===== src/pkg/usw_pkg.sv =====
// Purpose: Constants for the three-wire serial unit with selectable clocking
// Assumes: APB with 32-bit data, one aligned word per register
// Notes: Offsets are byte addresses
package usw_pkg;
    // ========================================================
    // Register map
    localparam logic [7:0] USW_CTRL_OFS = 8'h00;
    localparam logic [7:0] USW_STAT_OFS = 8'h04;
    localparam logic [7:0] USW_DATA_OFS = 8'h08;
    localparam logic [7:0] USW_PORT_OFS = 8'h0C;
    // ========================================================
    // Control fields
    localparam int USW_CTRL_TC = 0;
    localparam int USW_CTRL_CLK = 1;
    localparam int USW_CTRL_CS0 = 2;
    localparam int USW_CTRL_CS1 = 3;
    localparam int USW_CTRL_WM0 = 4;
    localparam int USW_CTRL_WM1 = 5;
    localparam int USW_CTRL_OIE = 6;
    // ========================================================
    // Status fields
    localparam int USW_STAT_CNT_LSB = 0;
    localparam int USW_STAT_OIF = 6;
    // ========================================================
    // Port fields
    localparam int USW_PORT_LATCH = 0;
    localparam int USW_PORT_CDIR = 1;
    localparam int USW_PORT_DDIR = 2;
    localparam int USW_PORT_DLATCH = 3;
    // ========================================================
    // Reset values and mode encodings
    localparam logic [7:0] USW_CTRL_RST = 8'h00;
    localparam logic [7:0] USW_DATA_RST = 8'h00;
    localparam logic [3:0] USW_CNT_RST = 4'h0;
    localparam logic [1:0] USW_WM_THREE = 2'h1;
    localparam logic [1:0] USW_CS_SOFT = 2'h0;
    localparam logic [1:0] USW_CS_TIMER = 2'h1;
endpackage


===== src/hdl/usw_sync.sv =====
// Purpose: Two-flop synchroniser for pin inputs
// Assumes: One core clock
// Notes: Width is a parameter
`timescale 1ns/10ps
module usw_sync #(
    parameter int WIDTH = 2
) (
    input wire logic core_clk_i,
    input wire logic rst_i,
    input wire logic [WIDTH-1:0] async_i,
    output logic [WIDTH-1:0] sync_o
);
    logic [WIDTH-1:0] meta_reg;
    logic [WIDTH-1:0] sync_reg;
    always_ff @(posedge core_clk_i) begin
        if (rst_i) begin
            meta_reg <= '0;
            sync_reg <= '0;
        end else begin
            meta_reg <= async_i;
            sync_reg <= meta_reg;
        end
    end
    assign sync_o = sync_reg;
endmodule // usw_sync


===== src/hdl/usw_core.sv =====
// Purpose: Three-wire serial unit: clock select, shifter, edge counter
// Assumes: APB slave, clock pin sampled by core clock
// Notes: Two-wire modes are not built; wire mode 1x behaves as 00
//
// Design decisions made here: the APB register port and the register offsets.
`timescale 1ns/10ps
module usw_core (
    input wire logic core_clk_i,
    input wire logic rst_i,
    input wire logic psel_i,
    input wire logic penable_i,
    input wire logic pwrite_i,
    input wire logic [7:0] paddr_i,
    input wire logic [31:0] pwdata_i,
    output logic [31:0] prdata_o,
    output logic pready_o,
    output logic pslverr_o,
    input wire logic timer_zero_ovf_i,
    input wire logic global_irq_en_i,
    input wire logic serial_in_i,
    input wire logic clock_port_pin_i,
    output logic clock_port_pin_o,
    output logic clock_port_pin_oe_n_o,
    output logic serial_out_o,
    output logic serial_out_oe_n_o,
    output logic overflow_irq_o
);
    import usw_pkg::*;

    typedef struct packed {
        logic [7:0] ctrl;
        logic [7:0] shift_data;
        logic [3:0] cnt;
        logic oif;
        logic out_latch;
        logic clk_latch;
        logic clk_dir;
        logic data_dir;
        logic data_latch;
        logic din_prev;
        logic sck_prev;
        logic [31:0] rdata;
        logic ready;
        logic err;
        logic pin_o;
        logic pin_oe_n;
        logic dout;
        logic dout_oe_n;
        logic irq;
    } usw_state_s;

    usw_state_s st_reg;
    usw_state_s st_next;
    logic [1:0] pins_sync;

    // ========================================================
    // Pin synchronisers
    usw_sync #(.WIDTH(2)) u_sync (
        .core_clk_i(core_clk_i),
        .rst_i(rst_i),
        .async_i({clock_port_pin_i, serial_in_i}),
        .sync_o(pins_sync)
    );

    // ========================================================
    // Next-state logic
    always_comb begin
        logic wr;
        logic rd;
        logic ext;
        logic edge_sel;
        logic sck;
        logic rise;
        logic fall;
        logic sample_edge;
        logic out_edge;
        logic soft_str;
        logic tog_str;
        logic shift_en;
        logic cnt_en;
        logic [4:0] cnt_sum;
        logic stat_clr;
        logic [7:0] wbyte;
        logic [7:0] ctl;
        wr = 1'b0;
        rd = 1'b0;
        ext = 1'b0;
        edge_sel = 1'b0;
        sck = 1'b0;
        rise = 1'b0;
        fall = 1'b0;
        sample_edge = 1'b0;
        out_edge = 1'b0;
        soft_str = 1'b0;
        tog_str = 1'b0;
        shift_en = 1'b0;
        cnt_en = 1'b0;
        cnt_sum = 5'h00;
        stat_clr = 1'b0;
        wbyte = pwdata_i[7:0];
        ctl = 8'h00;
        st_next = st_reg;
        // Writes land on the edge that completes the transfer
        wr = psel_i && penable_i && pwrite_i && st_reg.ready;
        rd = psel_i && penable_i && !pwrite_i && !st_reg.ready;
        // A control write picks its clock source in the same cycle
        ctl = (wr && paddr_i == USW_CTRL_OFS) ? wbyte : st_reg.ctrl;
        ext = ctl[USW_CTRL_CS1];
        edge_sel = ctl[USW_CTRL_CS0];
        sck = pins_sync[1];
        rise = sck && !st_reg.sck_prev;
        fall = !sck && st_reg.sck_prev;
        // sample and shift on one edge, output on the other
        sample_edge = edge_sel ? fall : rise;
        out_edge = edge_sel ? rise : fall;
        soft_str = wr && (paddr_i == USW_CTRL_OFS) && wbyte[USW_CTRL_CLK];
        tog_str = wr && (paddr_i == USW_CTRL_OFS) && wbyte[USW_CTRL_TC];
        if (!ext) begin
            if (ctl[USW_CTRL_CS1:USW_CTRL_CS0] == USW_CS_TIMER) begin
                shift_en = timer_zero_ovf_i;
                cnt_en = timer_zero_ovf_i;
            end else begin
                shift_en = soft_str && (ctl[USW_CTRL_CS1:USW_CTRL_CS0] == USW_CS_SOFT);
                cnt_en = shift_en;
            end
        end else begin
            shift_en = sample_edge;
            if (ctl[USW_CTRL_CLK]) begin
                cnt_en = tog_str;
            end else begin
                cnt_en = rise || fall;
            end
        end
        st_next.sck_prev = sck;
        st_next.din_prev = pins_sync[0];
        // one bit per clock; pin data is already two flops late
        if (shift_en) begin
            st_next.shift_data = {st_reg.shift_data[6:0],
                                  ext ? pins_sync[0] : st_reg.din_prev};
        end
        cnt_sum = {1'b0, st_reg.cnt} + 5'h01;
        if (cnt_en) begin
            st_next.cnt = cnt_sum[3:0];
        end
        if (wr && paddr_i == USW_STAT_OFS) begin
            stat_clr = wbyte[USW_STAT_OIF];
            st_next.cnt = wbyte[USW_STAT_CNT_LSB +: 4];
        end
        if (stat_clr) begin
            st_next.oif = 1'b0;
        end
        if (cnt_en && cnt_sum[4]) begin
            st_next.oif = 1'b1;
        end
        if (wr && paddr_i == USW_DATA_OFS) begin
            st_next.shift_data = wbyte;
        end
        if (wr && paddr_i == USW_CTRL_OFS) begin
            // Strobe bit kept as a select for external mode
            st_next.ctrl = {1'b0, wbyte[6:1], 1'b0};
        end
        if (wr && paddr_i == USW_PORT_OFS) begin
            st_next.clk_latch = wbyte[USW_PORT_LATCH];
            st_next.clk_dir = wbyte[USW_PORT_CDIR];
            st_next.data_dir = wbyte[USW_PORT_DDIR];
            st_next.data_latch = wbyte[USW_PORT_DLATCH];
        end
        if (tog_str) begin
            st_next.clk_latch = !st_reg.clk_latch;
        end
        // external mode: latch output on output edge or on a new transmit byte; other modes follow shift_data bit 7
        if (ext) begin
            if (out_edge || (wr && paddr_i == USW_DATA_OFS)) begin
                st_next.out_latch = st_next.shift_data[7];
            end
        end else begin
            st_next.out_latch = st_next.shift_data[7];
        end
        // APB answer, one wait state
        st_next.ready = (psel_i && penable_i && !st_reg.ready);
        st_next.err = 1'b0;
        if (psel_i && penable_i && !st_reg.ready) begin
            st_next.err = !(paddr_i == USW_CTRL_OFS || paddr_i == USW_STAT_OFS ||
                            paddr_i == USW_DATA_OFS || paddr_i == USW_PORT_OFS);
        end
        if (rd) begin
            case (paddr_i)
                USW_CTRL_OFS: st_next.rdata = {24'h000000, st_reg.ctrl[7:2], 2'b00};
                USW_STAT_OFS: st_next.rdata = {25'h0000000, st_reg.oif, 2'b00, st_reg.cnt};
                USW_DATA_OFS: st_next.rdata = {24'h000000, st_reg.shift_data};
                USW_PORT_OFS: st_next.rdata = {28'h0000000, st_reg.data_latch,
                                               st_reg.data_dir, st_reg.clk_dir,
                                               st_reg.clk_latch};
                default: st_next.rdata = 32'h00000000;
            endcase
        end
        if (st_reg.ctrl[5:4] == USW_WM_THREE) begin
            st_next.dout = st_next.out_latch;
        end else begin
            st_next.dout = st_next.data_latch;
        end
        st_next.dout_oe_n = !st_next.data_dir;
        st_next.pin_o = st_next.clk_latch;
        st_next.pin_oe_n = !st_next.clk_dir;
        st_next.irq = st_next.oif && st_next.ctrl[USW_CTRL_OIE] && global_irq_en_i;
    end

    // ========================================================
    // State register
    always_ff @(posedge core_clk_i) begin
        if (rst_i) begin
            st_reg <= '{pin_oe_n: 1'b1, dout_oe_n: 1'b1, default: '0};
        end else begin
            st_reg <= st_next;
        end
    end

    assign prdata_o = st_reg.rdata;
    assign pready_o = st_reg.ready;
    assign pslverr_o = st_reg.err;
    assign clock_port_pin_o = st_reg.pin_o;
    assign clock_port_pin_oe_n_o = st_reg.pin_oe_n;
    assign serial_out_o = st_reg.dout;
    assign serial_out_oe_n_o = st_reg.dout_oe_n;
    assign overflow_irq_o = st_reg.irq;

    // ========================================================
    // Checks
    sw_strobe_shift_a: assert property (@(posedge core_clk_i) disable iff (rst_i)
        (psel_i && penable_i && pwrite_i && pready_o && paddr_i == USW_CTRL_OFS
         && pwdata_i[3:1] == 3'b001)
        |=> (st_reg.cnt == $past(st_reg.cnt) + 4'h1 || $past(st_reg.cnt) == 4'hF))
        else $error("strobe did not count");
    strobe_read_zero_a: assert property (@(posedge core_clk_i) disable iff (rst_i)
        (pready_o && psel_i && !pwrite_i && paddr_i == USW_CTRL_OFS)
        |-> prdata_o[1:0] == 2'b00) else $error("strobe bits read back");
    toggle_latch_a: assert property (@(posedge core_clk_i) disable iff (rst_i)
        (psel_i && penable_i && pwrite_i && pready_o && paddr_i == USW_CTRL_OFS
         && pwdata_i[0]) |=> (st_reg.clk_latch != $past(st_reg.clk_latch)))
        else $error("toggle failed");
    pin_dir_a: assert property (@(posedge core_clk_i) disable iff (rst_i)
        clock_port_pin_oe_n_o == !st_reg.clk_dir) else $error("clock pin enable wrong");
    ovf_flag_a: assert property (@(posedge core_clk_i) disable iff (rst_i)
        (st_reg.cnt == 4'hF && !(psel_i && penable_i && pwrite_i && paddr_i == USW_STAT_OFS))
        ##1 (st_reg.cnt == 4'h0) |-> st_reg.oif)
        else $error("overflow flag missing");
    flag_sticky_a: assert property (@(posedge core_clk_i) disable iff (rst_i)
        (st_reg.oif && !(psel_i && penable_i && pwrite_i && paddr_i == USW_STAT_OFS))
        |=> st_reg.oif) else $error("flag lost");
    irq_gate_a: assert property (@(posedge core_clk_i) disable iff (rst_i)
        overflow_irq_o |-> st_reg.oif && st_reg.ctrl[USW_CTRL_OIE] && $past(global_irq_en_i))
        else $error("irq without flag");
    transparent_a: assert property (@(posedge core_clk_i) disable iff (rst_i)
        !st_reg.ctrl[USW_CTRL_CS1] |-> st_reg.out_latch == st_reg.shift_data[7])
        else $error("latch not transparent");
    apb_ready_a: assert property (@(posedge core_clk_i) disable iff (rst_i)
        (psel_i && penable_i && !pready_o) |=> pready_o) else $error("no answer");
    ovf_cov: cover property (@(posedge core_clk_i) disable iff (rst_i) $rose(st_reg.oif));
    ext_cov: cover property (@(posedge core_clk_i) disable iff (rst_i)
        st_reg.ctrl[USW_CTRL_CS1] && st_reg.cnt == 4'h8);
    irq_cov: cover property (@(posedge core_clk_i) disable iff (rst_i) overflow_irq_o);
endmodule // usw_core


===== config.mk =====
export PLATFORM = sky130hd
export DESIGN_NAME = usw_core
export DESIGN_NICKNAME = d
export VERILOG_FILES = /design/src/pkg/usw_pkg.sv /design/src/hdl/usw_sync.sv /design/src/hdl/usw_core.sv
export SDC_FILE = /design/constraint.sdc
export NUM_CORES = 1
export LEC_CHECK = 0
export BUFFER_PORTS_ARGS = -buffer_cell sky130_fd_sc_hd__clkbuf_2
export CORE_MARGIN = 4
export CORE_UTILIZATION = 49
export CTS_CLUSTER_SIZE = 8
export DETAILED_ROUTE_END_ITERATION = 8
export PLACE_DENSITY = 0.79
export SYNTH_ARGS = -nofsm -noshare
export SYNTH_HDL_FRONTEND = slang
export SYNTH_SLANG_ARGS = --single-unit

===== constraint.sdc =====
create_clock -name core_clk_i -period 3.35 [get_ports core_clk_i]
set_input_delay 0.67 -clock core_clk_i [delete_from_list [all_inputs] [get_ports core_clk_i]]
set_output_delay 0.67 -clock core_clk_i [all_outputs]
set_load 0.05 [all_outputs]

* Word-level counts from Yosys, hierarchy flattened *
Cells that the tools add are included.

word-level totals
  register bits = 68
  input port bits = 49
  word-level logic and storage cells = 88

cells by class
  bitwise logic cells = 1
  add/subtract/negate cells = 1
  equality and inequality tests = 5
  mux-type cells = 22
  reductions and logical operators = 37

operators by type and width
  cell                 number
  $pmux 8 s4           1
  $logic_and 1x1->1    18
  $eq 8x4->1 const B   2
  $mux 4               4
  $mux 8               2
  $mux 1               14
  $eq 8x3->1 const B   1
  $logic_not 1->1      8
  $logic_not 8->1      1
  $mux 7               1
  $reduce_bool 2->1    3
  $add 4x1->5 const B  1
  $logic_or 1x1->1     5
  $eq 2x1->1 const B   2
  $logic_not 2->1      1
  $reduce_or 2->1      1
  $not 1->1            1

* Logic depth before layout (Yosys ltp) *
  depth in word-level cells = 14
  mapped depth = 9
  depth with buffers taken out = 8

* Cells and area by module *
From an unflattened synthesis, not the netlist that was laid out.

second synthesis, totals
  cells, all modules = 264
  area total of the unflattened synthesis = 2,407.3 um2

by module, submodules not included
  module    times used  cells each  area an instance (um2)
  usw_core  1           256         2,302.2
  usw_sync  1           8           105.1

* Worst setup path after synthesis *
OpenSTA, ideal clock, no wires.

  kind = input to register
  start point = in paddr_i[1]
  end point = reg st_reg[50] (netlist name)
  arrival time = 2.946 ns
  stages = 6
  path slack = 0.313 ns
  required time = 3.259 ns
  path through = or4_4 > nor4_4 > mux2i_1 > o32ai_2 > or3_1 > a311oi_1

on the way
  word-level cells in the longest chain between the ends = 8
  elaborated cells on any way between the ends = 15
  those cells by class = eq/ne: 2; mux: 5; reduce/logical: 8

ends and longest elaborated chain
  item                                line                                               text
  from (decl)                         usw_core.sv:13                                     input wire logic [7:0] paddr_i,
  $logic_not 8->1                     usw_core.sv:107, usw_core.sv:116, usw_core.sv:117
  $logic_and 1x1->1                   usw_core.sv:107, usw_core.sv:116, usw_core.sv:117
  $mux 4                              usw_core.sv:107                                    ctl = (wr && paddr_i == USW_CTRL_OFS) ? wbyte : st_reg.ctrl;
  $logic_not 2->1                     usw_core.sv:123                                    shift_en = soft_str && (ctl[USW_CTRL_CS1:USW_CTRL_CS0] == USW_CS_SOFT);
  $logic_and 1x1->1                   usw_core.sv:123
  $mux 1                              usw_core.sv:119                                    if (ctl[USW_CTRL_CS1:USW_CTRL_CS0] == USW_CS_TIMER) begin
  $mux 1                              usw_core.sv:118                                    if (!ext) begin
  $reduce_bool 2->1 (no source line)  -
  to (signal assigned)                usw_core.sv:214                                    st_reg <= st_next;
  to (decl)                           usw_core.sv:52                                     usw_state_s st_reg;

Parallel ways exist; a longest one is shown, timed or not.
A chain may end at the register's enable or synchronous reset.

* Final worst setup path *
Same ends and word-level chain as after synthesis.

==> results.md <==
* Status: complete, no violations
* Clk sink count at 44
* Yosys warns at 0
* Drt drc at 0
* CP Max Fanout at 16
* Clk root buf: clkbuf_8
* GRT overflow at 0
* Worst Setup EP: st_reg[50]
* Overall routing resource usage at 17.2%
* Number of global-route vias before repair at 1,764
* Placed Area at 2480 um^2
* Reg-to-reg endpoint: st_reg[50]
* Hold_buf cts at 0
* Kind of critical path: in -> reg
* Hpwl dp at 3780 um
* Leak at 1.13 nW
* Startpoint Class: primary input
* Site row count at 25
* Worst reg-to-reg setup slack at 0.84 ns
* WL per Instance at 14.2 um
* Synth Flop Type: dfxtp_1
* Sequential area share after synthesis at 37.1%
* Fin crit period at 2.89 ns
* Area leader, netlist: dfxtp_1
* Synth cell count leaders: dfxtp_1 (44), buf_4 (32), nor2_1 (26)
* Via count at 1,863
* # diodes at 0
* Top-count cell post-synth: dfxtp_1
* Max Fclk at 346 MHz
* Post-DRT Antenna Nets at 0
* Share of cells above drive strength 1 at 23.0%
* Number of synthesized flops with an enable pin at 0
* Drt pass-1 iters at 4
* Max_cap viols at 0
* Slew HR at 54.7%
* Routed Wire Length at 4960 um
* Die area at 6020 um^2
* Count of final setup violators at 0
* Worst-path clk slew at 0.08 ns
* Die width at 77.6 um
* Core footprint at 4690 um^2
* Post-synth ARST share at 0%
* Setup ws final at 0.459 ns
* Setup TNS Final at 0 ns
* Io pins at 88
* Largest net degree at the start of global routing at 35
* Final period util at 86.3%
* Initial antenna violation count at 0
* WP data required at 3.56 ns
* Worst R2R Path Depth at 7
* Synth Cell Area at 2370 um^2
* Slew Viols, Final at 0
* Arr. time, crit path at 3.10 ns
* Worst min-delay path category: reg -> reg
* Power per cell area at 405 nW/um^2
* Final instance area at 2590 um^2
* Avg Cell Area, Syn at 9.02 um^2
* Worst vdd ir at 0.272 mV
* Starting Density at 50.6%
* CTS tree: built
* R2r startpoint: pready_o
* Max Root-Sink Buffers at 2
* Pre-CTS WS at 0.176 ns
* Area Overhead vs Synth at 9.18%
* PostCTS Resize Cnt at 0
* Slew @ Worst Pin at 0.679 ns
* Initial DRC count at 91
* RSZ-0062 raised after global routing: false
* Synth unique cells at 49
* Fin nets at 347
* Syn Inst Count at 263
* Setup crit end kind: register
* Max FFs per register at 25
* Clk_lat worst skew at 0.30 ns
* TritonCTS Buffers at 5
* Top post-synthesis cells by area: dfxtp_1 (37%), mux2i_1 (11%), buf_4 (10%), nor2_1 (4.1%), nand2_1 (3.3%)
* Area fraction of the dominant cell type after synthesis at 37.1%
* Routability cong. at 0.859
* Final hold viol count at 0
* Worst Setup SP: paddr_i[1]
* Clock skew at 0.00928 ns
* Setup repair bufs after CTS at 0
* Hold_ws at 0.444 ns
* Vias per cell at 5.32
* IO Port Bufs at 39
* First-pass GRT wire length at 8350 um
* H-tree levels at 2
* Yosys reg bits at 44
* Die Y at 77.6 um
==> per-stage QoR <==
step                std cells  total power, mW  utilization (%)
floorplan                 286            0.652                -
global placement          342            0.656             52.9
detailed placement        342            0.658             52.9
CTS                       350             1.05             55.2
global route              350             1.09             55.2
finish                    350             1.05             55.2
==> power breakdown <==
group | internal, mW | leakage [nW] | switching, mW
clock network | 0.221 | 0.0552 | 0.182
logic | 0.0217 | 0.718 | 0.0960
registers | 0.526 | 0.356 | 0.00162
==> worst min path at each step <==
stage	slack, ns	to	cells after the start	startpoint
after CTS	0.45	u_sync.sync_o[1]	1	u_sync.meta_reg[1]
after detailed placement	0.43	u_sync.sync_o[0]	1	u_sync.meta_reg[0]
after global placement	0.42	u_sync.sync_o[1]	1	u_sync.meta_reg[1]
final	0.44	u_sync.sync_o[1]	1	u_sync.meta_reg[1]
after floorplan	0.41	u_sync.sync_o[0]	1	u_sync.meta_reg[0]
after global routing	0.46	u_sync.sync_o[0]	1	u_sync.meta_reg[0]
==> worst max-delay path, cell delays in order <==
cell      delay, ns
clkbuf_2       0.08
or4_4          0.56
nor4_4         0.34
buf_12         0.20
mux2i_1        0.37
o32ai_2        0.23
or3_1          0.38
a311oi_1       0.25
==> placed cells by master (no fill, tap or decap), types with 2 or more instances in the layout <==
master,count
a211oi_1,2
a21oi_1,6
a22o_1,2
a22oi_1,5
a31oi_1,2
buf_4,3
clkbuf_2,39
clkbuf_8,5
conb_1,24
dfxtp_1,44
ha_1,3
inv_1,9
mux2_2,5
mux2i_1,25
mux4_2,2
nand2_1,21
nand2b_1,4
nand3_1,7
nand4_1,2
nor2_1,26
nor2b_1,8
nor3_1,5
o21ai_0,5
o21ai_1,8
or2_2,2
or3_1,5
==> layout make-up <==
type / instances / area (um^2)
Clock buffer: 6 / 72.6
Clock inverter: 2 / 35.0
Fill cell: 444 / 2100
Inverter: 9 / 33.8
Multi-Input combinational cell: 192 / 1260
Sequential cell: 44 / 881
Tap cell: 54 / 67.6
Timing Repair Buffer: 43 / 238
==> per-layer routing <==
metal | up-vias | part of all wire (%) | global-route usage, % | wire (um)
met3 | 6 | 6.7 | 3.94 | 333
met1 | 872 | 44 | 21.6 | 2190
met4 | 0 | 1.1 | 5.34 | 55
li1 | 922 | - | - | -
met2 | 63 | 48 | 29.1 | 2380
met5 | - | 0 | 0 | 0
==> cell families (layout without fill, tap and decap cells) <==
logic type | Yosys count | in the layout | share of synthesized area, %
compound gates | 41 | 41 | 12.8
xor+xnor | 2 | 2 | 0.739
fa+ha+maj | 3 | 3 | 1.58
buf+inv | 50 | 60 | 13.3
flops | 44 | 44 | 37.1
mux | 32 | 32 | 14.8
other cells | 1 | 24 | 0.158
simple gates | 90 | 90 | 19.5
No activity file was read; power rests on OpenSTA's default activity.
